[config.mk]
export PLATFORM = sky130hd
export DESIGN_NAME = gsled_top
export DESIGN_NICKNAME = d
export VERILOG_FILES = /design/src/rtl/gsled_pkg.sv /design/src/rtl/gsled_top.sv
export SDC_FILE = /design/constraint.sdc
export NUM_CORES = 1
export LEC_CHECK = 0
export BUFFER_PORTS_ARGS = -buffer_cell sky130_fd_sc_hd__buf_2
export CORE_UTILIZATION = 55
export DETAILED_ROUTE_END_ITERATION = 10
export PLACE_DENSITY = 0.8
export RECOVER_POWER = 50
export SETUP_SLACK_MARGIN = 0.1
export SYNTH_ARGS = -nofsm -noshare
export SYNTH_HDL_FRONTEND = slang
export SYNTH_SLANG_ARGS = --single-unit
[constraint.sdc]
create_clock -name ref_clk -period 2.8 [get_ports ref_clk]
set_input_delay 0.42 -clock ref_clk [delete_from_list [all_inputs] [get_ports ref_clk]]
set_output_delay 0.42 -clock ref_clk [all_outputs]
set_load 0.05 [all_outputs]
[src/rtl/gsled_pkg.sv]
// package for the gateway status led encoder: register map, field layout,
// reset values, pattern timing and led colour types.
// assumes a 50 MHz system clock and an AHB-Lite slave with 32-bit data.
package gsled_pkg;

  // ***********************************************************************
  // timing
  // ***********************************************************************
  localparam int unsigned CLK_HZ = 50000000;
  localparam int unsigned TICK_US = 10000;
  localparam int unsigned TICK_CYCLES = (CLK_HZ / 1000000) * TICK_US;
  localparam int unsigned FLASH_TICKS = 20;
  localparam int unsigned FLICKER_TICKS = 5;

  // ***********************************************************************
  // register map
  // ***********************************************************************
  localparam logic [7:0] ADDR_COND = 8'h00;
  localparam logic [7:0] ADDR_LEDS = 8'h04;
  localparam logic [7:0] ADDR_IRQ_STATUS = 8'h08;
  localparam logic [7:0] ADDR_IRQ_MASK = 8'h0c;
  localparam logic [7:0] ADDR_ID = 8'h10;
  localparam logic [31:0] ID_VALUE = 32'h0000_5a01; // arbitrary value, names no maker
  localparam logic [31:0] COND_RESET = 32'h0000_0000;
  localparam logic [3:0] IRQ_MASK_RESET = 4'h0;

  // condition register fields
  localparam int unsigned B_NET_ONLINE = 0;
  localparam int unsigned B_CTRL_RUN = 1;
  localparam int unsigned B_INIT = 2;
  localparam int unsigned B_DIAG = 3;
  localparam int unsigned B_IDENT = 4;
  localparam int unsigned B_CFG_ERR = 5;
  localparam int unsigned B_NO_NAME = 6;
  localparam int unsigned B_INT_ERR = 7;
  localparam int unsigned B_CAN_ACTIVE = 8;
  localparam int unsigned B_CAN_ALL_DONE = 9;
  localparam int unsigned B_CAN_TRERR = 10;
  localparam int unsigned B_CAN_STOP = 11;
  localparam int unsigned B_CAN_FATAL = 12;
  localparam int unsigned B_CFG_BAD = 13;
  localparam int unsigned B_RUN_MODE = 14;
  localparam int unsigned B_DEV_FATAL = 15;

  // interrupt status bits
  localparam int unsigned IRQ_FAULT = 0;
  localparam int unsigned IRQ_CAN_ERR = 1;
  localparam int unsigned IRQ_LINK_CHG = 2;
  localparam int unsigned IRQ_ONLINE_CHG = 3;

  typedef enum logic [1:0] {
    GSLED_OFF = 2'b00,
    GSLED_GREEN = 2'b01,
    GSLED_RED = 2'b10
  } gsled_colour_t;

  // pattern phases shared by every led
  typedef struct packed {
    logic flash;
    logic flicker;
    logic single;
    logic dbl;
    logic triple;
    logic quad;
  } gsled_phase_t;

  typedef struct packed {
    logic link;
    logic activity;
  } gsled_port_t;

endpackage

[src/rtl/gsled_top.sv]
// gateway status led encoder: six front-panel leds driven from status
// conditions written by software and from port link/activity inputs.
// assumes one 50 MHz clock, inputs synchronous to it, AHB-Lite master.
module gsled_top #(
  parameter int unsigned TICK_CYCLES = gsled_pkg::TICK_CYCLES,
  parameter int unsigned FLASH_TICKS = gsled_pkg::FLASH_TICKS,
  parameter int unsigned FLICKER_TICKS = gsled_pkg::FLICKER_TICKS
) (
  input wire logic ref_clk,
  input wire logic arst_n,
  input wire logic clk_en,
  input wire logic [31:0] haddr,
  input wire logic [1:0] htrans,
  input wire logic hwrite,
  input wire logic [2:0] hsize,
  input wire logic [31:0] hwdata,
  input wire logic hsel,
  input wire logic hready,
  output logic [31:0] hrdata,
  output logic hreadyout,
  output logic hresp,
  input wire gsled_pkg::gsled_port_t port1,
  input wire gsled_pkg::gsled_port_t port2,
  output gsled_pkg::gsled_colour_t led_net,
  output gsled_pkg::gsled_colour_t led_module,
  output gsled_pkg::gsled_colour_t led_port1,
  output gsled_pkg::gsled_colour_t led_port2,
  output gsled_pkg::gsled_colour_t led_can,
  output gsled_pkg::gsled_colour_t led_device,
  output logic run_mode,
  output logic irq
);

  // refuse settings that the 24-bit and 8-bit counters cannot hold
  if (TICK_CYCLES < 2 || TICK_CYCLES > 32'h00ff_ffff)
  begin : g_bad_tick
    $error("TICK_CYCLES out of range");
  end
  if (FLASH_TICKS < 2 || FLASH_TICKS > 255 || FLICKER_TICKS < 1 || FLICKER_TICKS > 255)
  begin : g_bad_ticks
    $error("pattern tick counts out of range");
  end

  // ***********************************************************************
  // shared timebase
  // ***********************************************************************
  logic [23:0] pre_cnt, next_pre_cnt;
  logic [7:0] slot_cnt, next_slot_cnt;
  logic [7:0] flk_cnt, next_flk_cnt;
  logic [3:0] seq_cnt, next_seq_cnt;
  logic flk_ph, next_flk_ph;
  logic tick;
  gsled_pkg::gsled_phase_t ph;

  // one prescaler feeds every pattern so all leds blink in step
  always_comb
  begin
    tick = (pre_cnt == 24'(TICK_CYCLES - 1));
    next_pre_cnt = tick ? 24'h000000 : pre_cnt + 24'h000001;
    next_slot_cnt = slot_cnt;
    next_seq_cnt = seq_cnt;
    next_flk_cnt = flk_cnt;
    next_flk_ph = flk_ph;
    if (tick)
    begin
      if (slot_cnt == 8'(FLASH_TICKS - 1))
      begin
        next_slot_cnt = 8'h00;
        next_seq_cnt = (seq_cnt == 4'hb) ? 4'h0 : seq_cnt + 4'h1;
      end
      else
        next_slot_cnt = slot_cnt + 8'h01;
      if (flk_cnt == 8'(FLICKER_TICKS - 1))
      begin
        next_flk_cnt = 8'h00;
        next_flk_ph = ~flk_ph;
      end
      else
        next_flk_cnt = flk_cnt + 8'h01;
    end
  end

  always_ff @(posedge ref_clk or negedge arst_n)
  begin
    if (!arst_n)
    begin
      pre_cnt <= 24'h000000;
      slot_cnt <= 8'h00;
      seq_cnt <= 4'h0;
      flk_cnt <= 8'h00;
      flk_ph <= 1'b0;
    end
    else if (clk_en)
    begin
      pre_cnt <= next_pre_cnt;
      slot_cnt <= next_slot_cnt;
      seq_cnt <= next_seq_cnt;
      flk_cnt <= next_flk_cnt;
      flk_ph <= next_flk_ph;
    end
  end

  // 12-slot frame: n pulses on even slots, then a dark gap
  function automatic logic group_on(input logic [3:0] seq, input logic [3:0] n);
    group_on = !seq[0] && (seq < {n[2:0], 1'b0});
  endfunction

  always_comb
  begin
    ph.flash = seq_cnt[0];
    ph.flicker = flk_ph;
    ph.single = group_on(seq_cnt, 4'h1);
    ph.dbl = group_on(seq_cnt, 4'h2);
    ph.triple = group_on(seq_cnt, 4'h3);
    ph.quad = group_on(seq_cnt, 4'h4);
  end

  // ***********************************************************************
  // ahb-lite slave
  // ***********************************************************************
  logic [31:0] cond, next_cond;
  logic [3:0] irq_status, next_irq_status;
  logic [3:0] irq_mask, next_irq_mask;
  logic [7:0] wr_addr, next_wr_addr;
  logic wr_pend, next_wr_pend;
  logic [31:0] next_hrdata;
  logic [3:0] irq_event;
  logic addr_phase;

  function automatic logic [31:0] led_word(input gsled_pkg::gsled_colour_t a,
                                           input gsled_pkg::gsled_colour_t b,
                                           input gsled_pkg::gsled_colour_t c,
                                           input gsled_pkg::gsled_colour_t d,
                                           input gsled_pkg::gsled_colour_t e,
                                           input gsled_pkg::gsled_colour_t f);
    led_word = {20'h00000, f, e, d, c, b, a};
  endfunction

  // zero wait states; a write lands in its data phase
  always_comb
  begin
    addr_phase = hsel && hready && htrans[1];
    next_wr_pend = addr_phase && hwrite;
    next_wr_addr = addr_phase ? haddr[7:0] : wr_addr;
    next_hrdata = hrdata;
    if (addr_phase && !hwrite)
    begin
      case (haddr[7:0])
        gsled_pkg::ADDR_COND: next_hrdata = cond;
        gsled_pkg::ADDR_LEDS: next_hrdata = led_word(led_net, led_module, led_port1,
                                                     led_port2, led_can, led_device);
        gsled_pkg::ADDR_IRQ_STATUS: next_hrdata = {28'h0000000, irq_status};
        gsled_pkg::ADDR_IRQ_MASK: next_hrdata = {28'h0000000, irq_mask};
        gsled_pkg::ADDR_ID: next_hrdata = gsled_pkg::ID_VALUE; // arbitrary id value
        default: next_hrdata = 32'h00000000; // unmapped reads zero
      endcase
    end
    next_cond = cond;
    next_irq_mask = irq_mask;
    // hardware set wins over a simultaneous write-one clear
    next_irq_status = irq_status | irq_event;
    if (wr_pend)
    begin
      case (wr_addr)
        gsled_pkg::ADDR_COND: next_cond = hwdata;
        gsled_pkg::ADDR_IRQ_STATUS: next_irq_status = (irq_status & ~hwdata[3:0]) | irq_event;
        gsled_pkg::ADDR_IRQ_MASK: next_irq_mask = hwdata[3:0];
        default: next_cond = cond;
      endcase
    end
  end

  always_ff @(posedge ref_clk or negedge arst_n)
  begin
    if (!arst_n)
    begin
      cond <= gsled_pkg::COND_RESET;
      irq_status <= 4'h0;
      irq_mask <= gsled_pkg::IRQ_MASK_RESET;
      wr_addr <= 8'h00;
      wr_pend <= 1'b0;
      hrdata <= 32'h00000000;
    end
    else if (clk_en)
    begin
      cond <= next_cond;
      irq_status <= next_irq_status;
      irq_mask <= next_irq_mask;
      wr_addr <= next_wr_addr;
      wr_pend <= next_wr_pend;
      hrdata <= next_hrdata;
    end
  end

  assign hreadyout = 1'b1;
  assign hresp = 1'b0;
  assign irq = |(irq_status & irq_mask);

  // ***********************************************************************
  // led encoding
  // ***********************************************************************
  gsled_pkg::gsled_colour_t next_net, next_module, next_p1, next_p2, next_can, next_dev;
  logic fault_any, can_err, link_q, online_q;
  logic next_fault_any, next_can_err;

  function automatic gsled_pkg::gsled_colour_t port_led(input gsled_pkg::gsled_port_t p,
                                                        input logic flick);
    if (!p.link)
      port_led = gsled_pkg::GSLED_OFF;
    else if (p.activity && flick)
      port_led = gsled_pkg::GSLED_OFF;
    else
      port_led = gsled_pkg::GSLED_GREEN;
  endfunction

  function automatic gsled_pkg::gsled_colour_t on_if(input logic on,
                                                     input gsled_pkg::gsled_colour_t c);
    on_if = on ? c : gsled_pkg::GSLED_OFF;
  endfunction

  always_comb
  begin
    // network communication
    if (!cond[gsled_pkg::B_NET_ONLINE])
      next_net = gsled_pkg::GSLED_OFF;
    else if (cond[gsled_pkg::B_CTRL_RUN])
      next_net = gsled_pkg::GSLED_GREEN;
    else
      next_net = on_if(ph.single, gsled_pkg::GSLED_GREEN);
    // module status: faults first, then identify, then health
    if (cond[gsled_pkg::B_INT_ERR])
      next_module = on_if(ph.quad, gsled_pkg::GSLED_RED);
    else if (cond[gsled_pkg::B_NO_NAME])
      next_module = on_if(ph.triple, gsled_pkg::GSLED_RED);
    else if (cond[gsled_pkg::B_CFG_ERR])
      next_module = on_if(ph.single, gsled_pkg::GSLED_RED);
    else if (cond[gsled_pkg::B_IDENT])
      next_module = on_if(ph.dbl, gsled_pkg::GSLED_GREEN);
    else if (!cond[gsled_pkg::B_INIT])
      next_module = gsled_pkg::GSLED_OFF;
    else if (cond[gsled_pkg::B_DIAG])
      next_module = on_if(ph.single, gsled_pkg::GSLED_GREEN);
    else
      next_module = gsled_pkg::GSLED_GREEN;
    next_p1 = port_led(port1, ph.flicker);
    next_p2 = port_led(port2, ph.flicker);
    // can subnetwork
    if (cond[gsled_pkg::B_CAN_FATAL])
      next_can = gsled_pkg::GSLED_RED;
    else if (cond[gsled_pkg::B_CAN_TRERR] || cond[gsled_pkg::B_CAN_STOP])
      next_can = on_if(ph.flash, gsled_pkg::GSLED_RED);
    else if (!cond[gsled_pkg::B_CAN_ACTIVE])
      next_can = gsled_pkg::GSLED_OFF;
    else if (!cond[gsled_pkg::B_CAN_ALL_DONE])
      next_can = on_if(ph.flash, gsled_pkg::GSLED_GREEN);
    else
      next_can = gsled_pkg::GSLED_GREEN;
    // device status: fatal wins over configuration and mode
    if (cond[gsled_pkg::B_DEV_FATAL])
      next_dev = gsled_pkg::GSLED_RED;
    else if (cond[gsled_pkg::B_CFG_BAD])
      next_dev = ph.flash ? gsled_pkg::GSLED_RED : gsled_pkg::GSLED_GREEN;
    else if (cond[gsled_pkg::B_RUN_MODE])
      next_dev = gsled_pkg::GSLED_GREEN;
    else
      next_dev = on_if(ph.flash, gsled_pkg::GSLED_GREEN);
    // event sources for the interrupt status
    next_fault_any = cond[gsled_pkg::B_INT_ERR] | cond[gsled_pkg::B_NO_NAME] |
                     cond[gsled_pkg::B_CFG_ERR] | cond[gsled_pkg::B_DEV_FATAL];
    next_can_err = cond[gsled_pkg::B_CAN_TRERR] | cond[gsled_pkg::B_CAN_FATAL];
    irq_event[gsled_pkg::IRQ_FAULT] = next_fault_any & ~fault_any;
    irq_event[gsled_pkg::IRQ_CAN_ERR] = next_can_err & ~can_err;
    irq_event[gsled_pkg::IRQ_LINK_CHG] = (port1.link ^ port2.link) != link_q;
    irq_event[gsled_pkg::IRQ_ONLINE_CHG] = cond[gsled_pkg::B_NET_ONLINE] != online_q;
  end

  // registered led drive keeps the pins glitch free
  always_ff @(posedge ref_clk or negedge arst_n)
  begin
    if (!arst_n)
    begin
      led_net <= gsled_pkg::GSLED_OFF;
      led_module <= gsled_pkg::GSLED_OFF;
      led_port1 <= gsled_pkg::GSLED_OFF;
      led_port2 <= gsled_pkg::GSLED_OFF;
      led_can <= gsled_pkg::GSLED_OFF;
      led_device <= gsled_pkg::GSLED_OFF;
      run_mode <= 1'b0;
      fault_any <= 1'b0;
      can_err <= 1'b0;
      link_q <= 1'b0;
      online_q <= 1'b0;
    end
    else if (clk_en)
    begin
      led_net <= next_net;
      led_module <= next_module;
      led_port1 <= next_p1;
      led_port2 <= next_p2;
      led_can <= next_can;
      led_device <= next_dev;
      run_mode <= cond[gsled_pkg::B_RUN_MODE] & ~cond[gsled_pkg::B_DEV_FATAL];
      fault_any <= next_fault_any;
      can_err <= next_can_err;
      link_q <= port1.link ^ port2.link;
      online_q <= cond[gsled_pkg::B_NET_ONLINE];
    end
  end

endmodule

Yosys cells after proc, flatten, opt, wreduce, memory -nomap -nowiden

Cells that the tools add are included.
W data, S select, Z words.

Flip-flop bits (word level): 143
Input port bits: 79
Output and inout port bits: 48
Logic and storage cells: 116

Add/subtract/negate cells: 4
$lt $le $gt $ge: 4
Equality and inequality tests: 12
Mux-type cells: 34
Bitwise gates (word level): 17
Reductions and logical operators: 23

Operator list:

| operator                | count |
|---|---|
| $pmux W32 S5            | 1 |
| $eq A8 B4 Y1 const B    | 4 |
| $add A24 B1 Y24 const B | 1 |
| $eq A24 B19 Y1 const B  | 1 |
| $mux W2                 | 12 |
| $mux W24                | 1 |
| $add A8 B1 Y8 const B   | 2 |
| $eq A8 B3 Y1 const B    | 2 |
| $eq A8 B5 Y1 const B    | 2 |
| $logic_not A8 Y1        | 2 |
| $mux W8                 | 2 |
| $mux W1                 | 15 |
| $mux W4                 | 3 |
| $reduce_and A3 Y1       | 4 |
| $logic_and A1 B1 Y1     | 10 |
| $and A4 B4 Y4           | 2 |
| $lt A4 B3 Y1 const B    | 2 |
| $or A4 B4 Y4            | 2 |
| $reduce_and A2 Y1       | 3 |
| $add A4 B1 Y4 const B   | 1 |
| $eq A4 B4 Y1 const B    | 1 |
| $lt A4 B2 Y1 const B    | 1 |
| $lt A4 B4 Y1 const B    | 1 |
| $not A1 Y1              | 4 |
| other kinds (8)         | 15 |

Logic depth before layout (Yosys ltp)

Word-level depth: 9
Gate-level depth with buffers: 7
Gate-level depth less buffers: 7

Worst setup path after synthesis

OpenSTA, ideal clock, no wires.

Path type: flip-flop to flip-flop
Start: register pre_cnt[19]
End: register flk_cnt[7]
Library setup time: 0.122 ns
Arrival time: 1.923 ns
Required time: 2.678 ns
Slack: 0.755 ns
Cell stages (with the launch flop): 6
Buffers on the path: 0
Period minus slack after synthesis: 2.045 ns
Cell sequence: dfrtp_1 -> nor4_2 -> nand4_1 -> or4_4 -> or3_4 -> xnor2_2

Word-level cells in the longest chain between the ends: 2

Ends and longest elaborated chain:

| item                               | line            | text |
|---|---|---|
| from (decl)                        | gsled_top.sv:47 | `logic [23:0] pre_cnt, next_pre_cnt;` |
| from (signal assigned)             | gsled_top.sv:95 | `pre_cnt <= next_pre_cnt;` |
| $eq A24 B19 Y1                     | gsled_top.sv:58 | `tick = (pre_cnt == 24'(TICK_CYCLES - 1));` |
| $reduce_and A2 Y1 (no source line) | --              |  |
| to (signal assigned)               | gsled_top.sv:98 | `flk_cnt <= next_flk_cnt;` |
| to (decl)                          | gsled_top.sv:49 | `logic [7:0] flk_cnt, next_flk_cnt;` |

No other way between the ends.
A chain may end at the register's enable or synchronous reset.

Worst setup path in the final report

Start: input clk_en
End: register cond[7]

Word-level cells in the longest chain between the ends: 1

Ends and longest elaborated chain:

| item                               | line             | text |
|---|---|---|
| from (decl)                        | gsled_top.sv:11  | `input wire logic clk_en,` |
| $reduce_and A3 Y1 (no source line) | --               |  |
| to (signal assigned)               | gsled_top.sv:177 | `cond <= gsled_pkg::COND_RESET;` |
| to (signal assigned)               | gsled_top.sv:186 | `cond <= next_cond;` |
| to (decl)                          | gsled_top.sv:121 | `logic [31:0] cond, next_cond;` |

No other way between the ends.

==> flow_results.org <==
** Clocking
- Total CTS buffers :: 17
- TritonCTS Sinks :: 140
- After clock tree synthesis, the clock-pin slew on the worst setup and hold paths is 0.06 ns.
- Clock Root Buffer :: sky130_fd_sc_hd__clkbuf_16
- No sink is reached through more buffers than the 2 on the longest clock path.
- TritonCTS built the clock tree.
- Post_cts resized :: 0
- After clock tree synthesis, the setup repair step added 0 buffers.
- For the worst-skew pair, the clock arrives at the later sink with an insertion delay of 0.42 ns.
- CTS H-tree depth :: 4

** Floorplanning
- Num ports :: 127
- The die is 109 um wide.
- The floorplan has 38 rows.
- The die covers 11,800 um^2.
- The die is 109 um tall.
- The initial utilization of the core area, before any placement, comes to 0.570.
- The core region is 10,900 um^2.

** Setup path
- Data on the critical path is required at its endpoint by 3.09 ns.
- Cell type of the slowest stage on the worst timing path :: sky130_fd_sc_hd__clkbuf_1
- Data arrives at the worst endpoint at 2.60 ns.
- CP Cell Sequence :: buf_2 -> clkbuf_1 -> nand4_1 -> nor3_2 -> buf_4 -> mux2_2
- Launching element type of the critical path :: input port
- Crit Path Max Fanout :: 33
- Worst Setup End Kind :: flip-flop
- The critical path in this run is classified as in -> reg.
- On the worst path, the slowest cell contributes a delay of 0.57 ns.

** Synthesis
- Syn_area_per_cell :: 11.5 um^2
- Among all cell types in the netlist, the one instantiated most often is sky130_fd_sc_hd__dfrtp_1.
- Of the post-synthesis cell area, the dominant cell type holds 0.562.
- Of the total synthesized cell area, the portion taken by full adders, half adders and majority gates is 0.0100.
- Post-synthesis sequential area ratio :: 0.562
- During synthesis, Yosys emitted a total of 0 warnings.
- Most numerous cell types in the synthesized netlist :: 140 x sky130_fd_sc_hd__dfrtp_1, 46 x sky130_fd_sc_hd__mux2_2, 45 x sky130_fd_sc_hd__nand2_1
- After synthesis, the largest family of logic cells by area is simple AND/OR/NAND/NOR gates.
- Most used DFF post-synth :: sky130_fd_sc_hd__dfrtp_1
- Synth Area in XOR/XNOR :: 0.0475
- Area of the mapped netlist :: 6240 um^2
- Complex-gate fraction of the synthesized area :: 0.0933
- Distinct cell type count after synthesis :: 55
- Number of enable flip-flop cells after synthesis :: 0
- Share of synthesized cell area in and, or, nand and nor gates :: 0.146
- Post-synthesis async set-or-reset flop share :: 1.00
- In the synthesized netlist, the number of instances is 543.
- Multiplexer area fraction after synthesis :: 0.107
- sky130_fd_sc_hd__dfrtp_1 takes more of the synthesized area than any other cell.
- Yosys attributes the largest share of cell area to sky130_fd_sc_hd__dfrtp_1 56%, sky130_fd_sc_hd__mux2_2 8.3%, sky130_fd_sc_hd__a22o_1 3.4%, sky130_fd_sc_hd__xnor2_1 3.1%, sky130_fd_sc_hd__nand2_1 2.7%.
- The synthesized design contains 140 register bits.

** Finish
- Measured on the finished design, the core utilization comes to 0.682.
- Layout cell share with drive strength beyond 1 :: 0.290
- At the end of the flow, the number of nets in the layout was 726.
- Relative to the synthesized area, the layout overhead comes to 19.6%.
- Count of non-filler cells in the finished layout :: 795
- Diodes inserted :: 0

** Placed design
- Port Buffers :: 93
- Once placement completed, the tool counted placed cells totaling 762.
- Weighted congestion at the end of routability-driven global placement :: 0.906
- Total half-perimeter wirelength after legalization and detailed placement :: 9300 um

** Routing
- Via count of the routed design :: 4,555
- Routed wire per std cell :: 17.0 um
- Routed Antenna Nets :: 0
- Remaining design rule violation count :: 0
- After detailed routing, the number of vias per cell comes to 5.73.
- First-pass iteration count of the detailed router :: 5
- DRT Wirelength :: 13,500 um
- The detailed router finished its first iteration with 308 violations.

** STA
- The worst pin sits at a relative slew slack of 0.0375.
- Dividing the final minimum period by the clock period gives 0.824.
- The worst path needs 2.31 ns of the cycle, external delays included.
- At the pin with the least slew margin, the transition time is 1.44 ns.
- RSZ-0062 raised after global routing :: false
- Clock Skews :: 0.00759 ns
- In the final timing run, aggregate negative setup slack is 0 ns.
- The final number of hold-violating endpoints is 0.
- Based on the critical path, the design can be clocked at up to 434 MHz.
- The final number of max-transition violations came to 0.
- Final setup fails :: 0

** Power and ir drop
- Switching power share of the total :: 0.245
- The internal portion of the total power is 3.88 mW.
- Of the total power, the clock network draws 0.446.
- Total Power Consumption :: 5.14 mW
- Leakage power summed over all cells :: 3.63 nW
- Net Sw Power :: 1.26 mW
- The share of total power dissipated in sequential elements is 0.455.
- Combinational share of power :: 0.098
- In this run the power density over the cells is 689 nW/um^2.
- VDD sags by at most 0.000419 V.

** Flow run
- Across the run, the number of max-cap violations was 0.

** GRT
- Wire length of the first global-routing pass :: 21,900 um
- Gr usage total :: 0.246
- Number of global-route vias before repair :: 4,552
- The number of antenna violations at the first check in global routing is 0.
- Total global routing overflow :: 0
- Entering global routing, the biggest net connects 61 pins.

** Hold path
- Worst min path class :: in -> reg

** Run status
- The run finished with clean final reports.
path summary, 6_finish.rpt:
path	startpoint	cells after the start	end	slack, ns
max	clk_en	6	cond[7]	0.49
min	hwdata[12]	3	cond[12]	0.23
max reg2reg	pre_cnt[19]	6	seq_cnt[2]	0.55
min reg2reg	hrdata[9]	2	hrdata[9]	0.48
max in group asynchronous	arst_n	3	pre_cnt[6]	0.59
min in group asynchronous	arst_n	2	wr_addr[5]	0.88
cell families after synthesis:
logic type | count (synthesis)
muxes | 58
adders and majority gates | 5
buffers and inverters | 48
AOI/OAI and AO/OA | 86
DFF | 140
and+or+nand+nor | 171
xor gates and xnor gates | 33
other | 2
power by group through the flow:
stage	sequential [mW]	combinational [mW]	clock, mW
2_1_floorplan	2.38	0.296	0
3_3_place_gp	2.36	0.485	0
3_5_place_dp	2.37	0.505	0
4_1_cts	2.34	0.512	2.33
5_1_grt	2.36	0.552	2.41
6_report	2.34	0.505	2.29
final cells by class:
| class | count | area (um^2) |
|---|---|---|
| timing repair buffer | 104 | 553 |
| sequential | 140 | 3500 |
| inverter | 21 | 78.8 |
| clock inverter | 13 | 174 |
| multi-input combinational | 358 | 2540 |
| fill | 811 | 3470 |
| clock buffer | 19 | 433 |
| tap | 140 | 175 |
what timing repair did:
action	4_1_cts	5_1_grt
setup endpoints to repair	0	0
hold endpoints to repair	52	0
hold buffers	1	0
worst max-delay path: cells and delay by family:
family / cells / cell delay, ns
AND/OR/NAND/NOR: 2 / 0.49
multiplexers: 1 / 0.41
buffers and inverters: 3 / 1.24
sequential cells by signal (all words and copies together) (netlist names):
register    cells
led_device      2
led_port2       1
slot_cnt        8
cond           32
fault_any       1
hrdata         32
seq_cnt         4
led_port1       1
led_can         2
wr_pend         1
run_mode        1
link_q          1
flk_ph          1
can_err         1
wr_addr         8
led_module      2
irq_status      4
pre_cnt        24
flk_cnt         8
led_net         1
irq_mask        4
online_q        1
cells in the final DEF, fill, tap and decap left out, types with 3 or more instances in the layout:
cell,Yosys,layout
sky130_fd_sc_hd__conb_1,2,5
sky130_fd_sc_hd__nand2_1,45,45
sky130_fd_sc_hd__xnor2_1,22,22
sky130_fd_sc_hd__inv_1,21,21
sky130_fd_sc_hd__dfrtp_1,140,140
sky130_fd_sc_hd__bufinv_16,0,4
sky130_fd_sc_hd__ha_1,5,5
sky130_fd_sc_hd__clkbuf_16,0,17
sky130_fd_sc_hd__a22oi_1,3,3
sky130_fd_sc_hd__o311ai_0,3,3
sky130_fd_sc_hd__nor2_1,39,39
sky130_fd_sc_hd__nand4_1,15,16
sky130_fd_sc_hd__nor4_1,6,6
sky130_fd_sc_hd__a21oi_1,9,9
sky130_fd_sc_hd__and2_1,4,4
sky130_fd_sc_hd__o21ai_0,30,30
sky130_fd_sc_hd__buf_4,5,6
sky130_fd_sc_hd__mux2_2,46,46
sky130_fd_sc_hd__nor3_1,8,7
sky130_fd_sc_hd__a31oi_1,3,3
sky130_fd_sc_hd__mux2i_1,6,6
sky130_fd_sc_hd__nand3b_1,5,5
sky130_fd_sc_hd__a22o_1,24,24
sky130_fd_sc_hd__nand3_1,19,19
sky130_fd_sc_hd__xor2_1,10,10
sky130_fd_sc_hd__nor4_2,4,4
sky130_fd_sc_hd__clkbuf_1,15,4
sky130_fd_sc_hd__clkinv_2,0,6
sky130_fd_sc_hd__buf_2,6,92
sky130_fd_sc_hd__mux2_1,4,4
sky130_fd_sc_hd__and3_1,6,6
sky130_fd_sc_hd__or4b_1,4,4
per-stage QoR:
stage / hold WS [ns] / setup slack [ns] / cell area (um^2)
after global routing: 0.229 / 0.214 / 7460
after detailed placement: 0.416 / 0.529 / 6870
after floorplan: 0.124 / 0.755 / 6250
after CTS: 0.225 / 0.553 / 7480
after global placement: 0.410 / 0.568 / 6870
final: 0.228 / 0.494 / 7460
metal layers:
| metal | up-vias | GRT usage | share of wire |
|---|---|---|---|
| met1 | 2257 | 0.300 | 0.42 |
| met2 | 143 | 0.422 | 0.52 |
| met5 | - | 0 | 0 |
| li1 | 2129 | - | - |
| met3 | 26 | 0.0500 | 0.046 |
| met4 | 0 | 0.103 | 0.018 |
No activity file was read; power rests on OpenSTA's default activity.
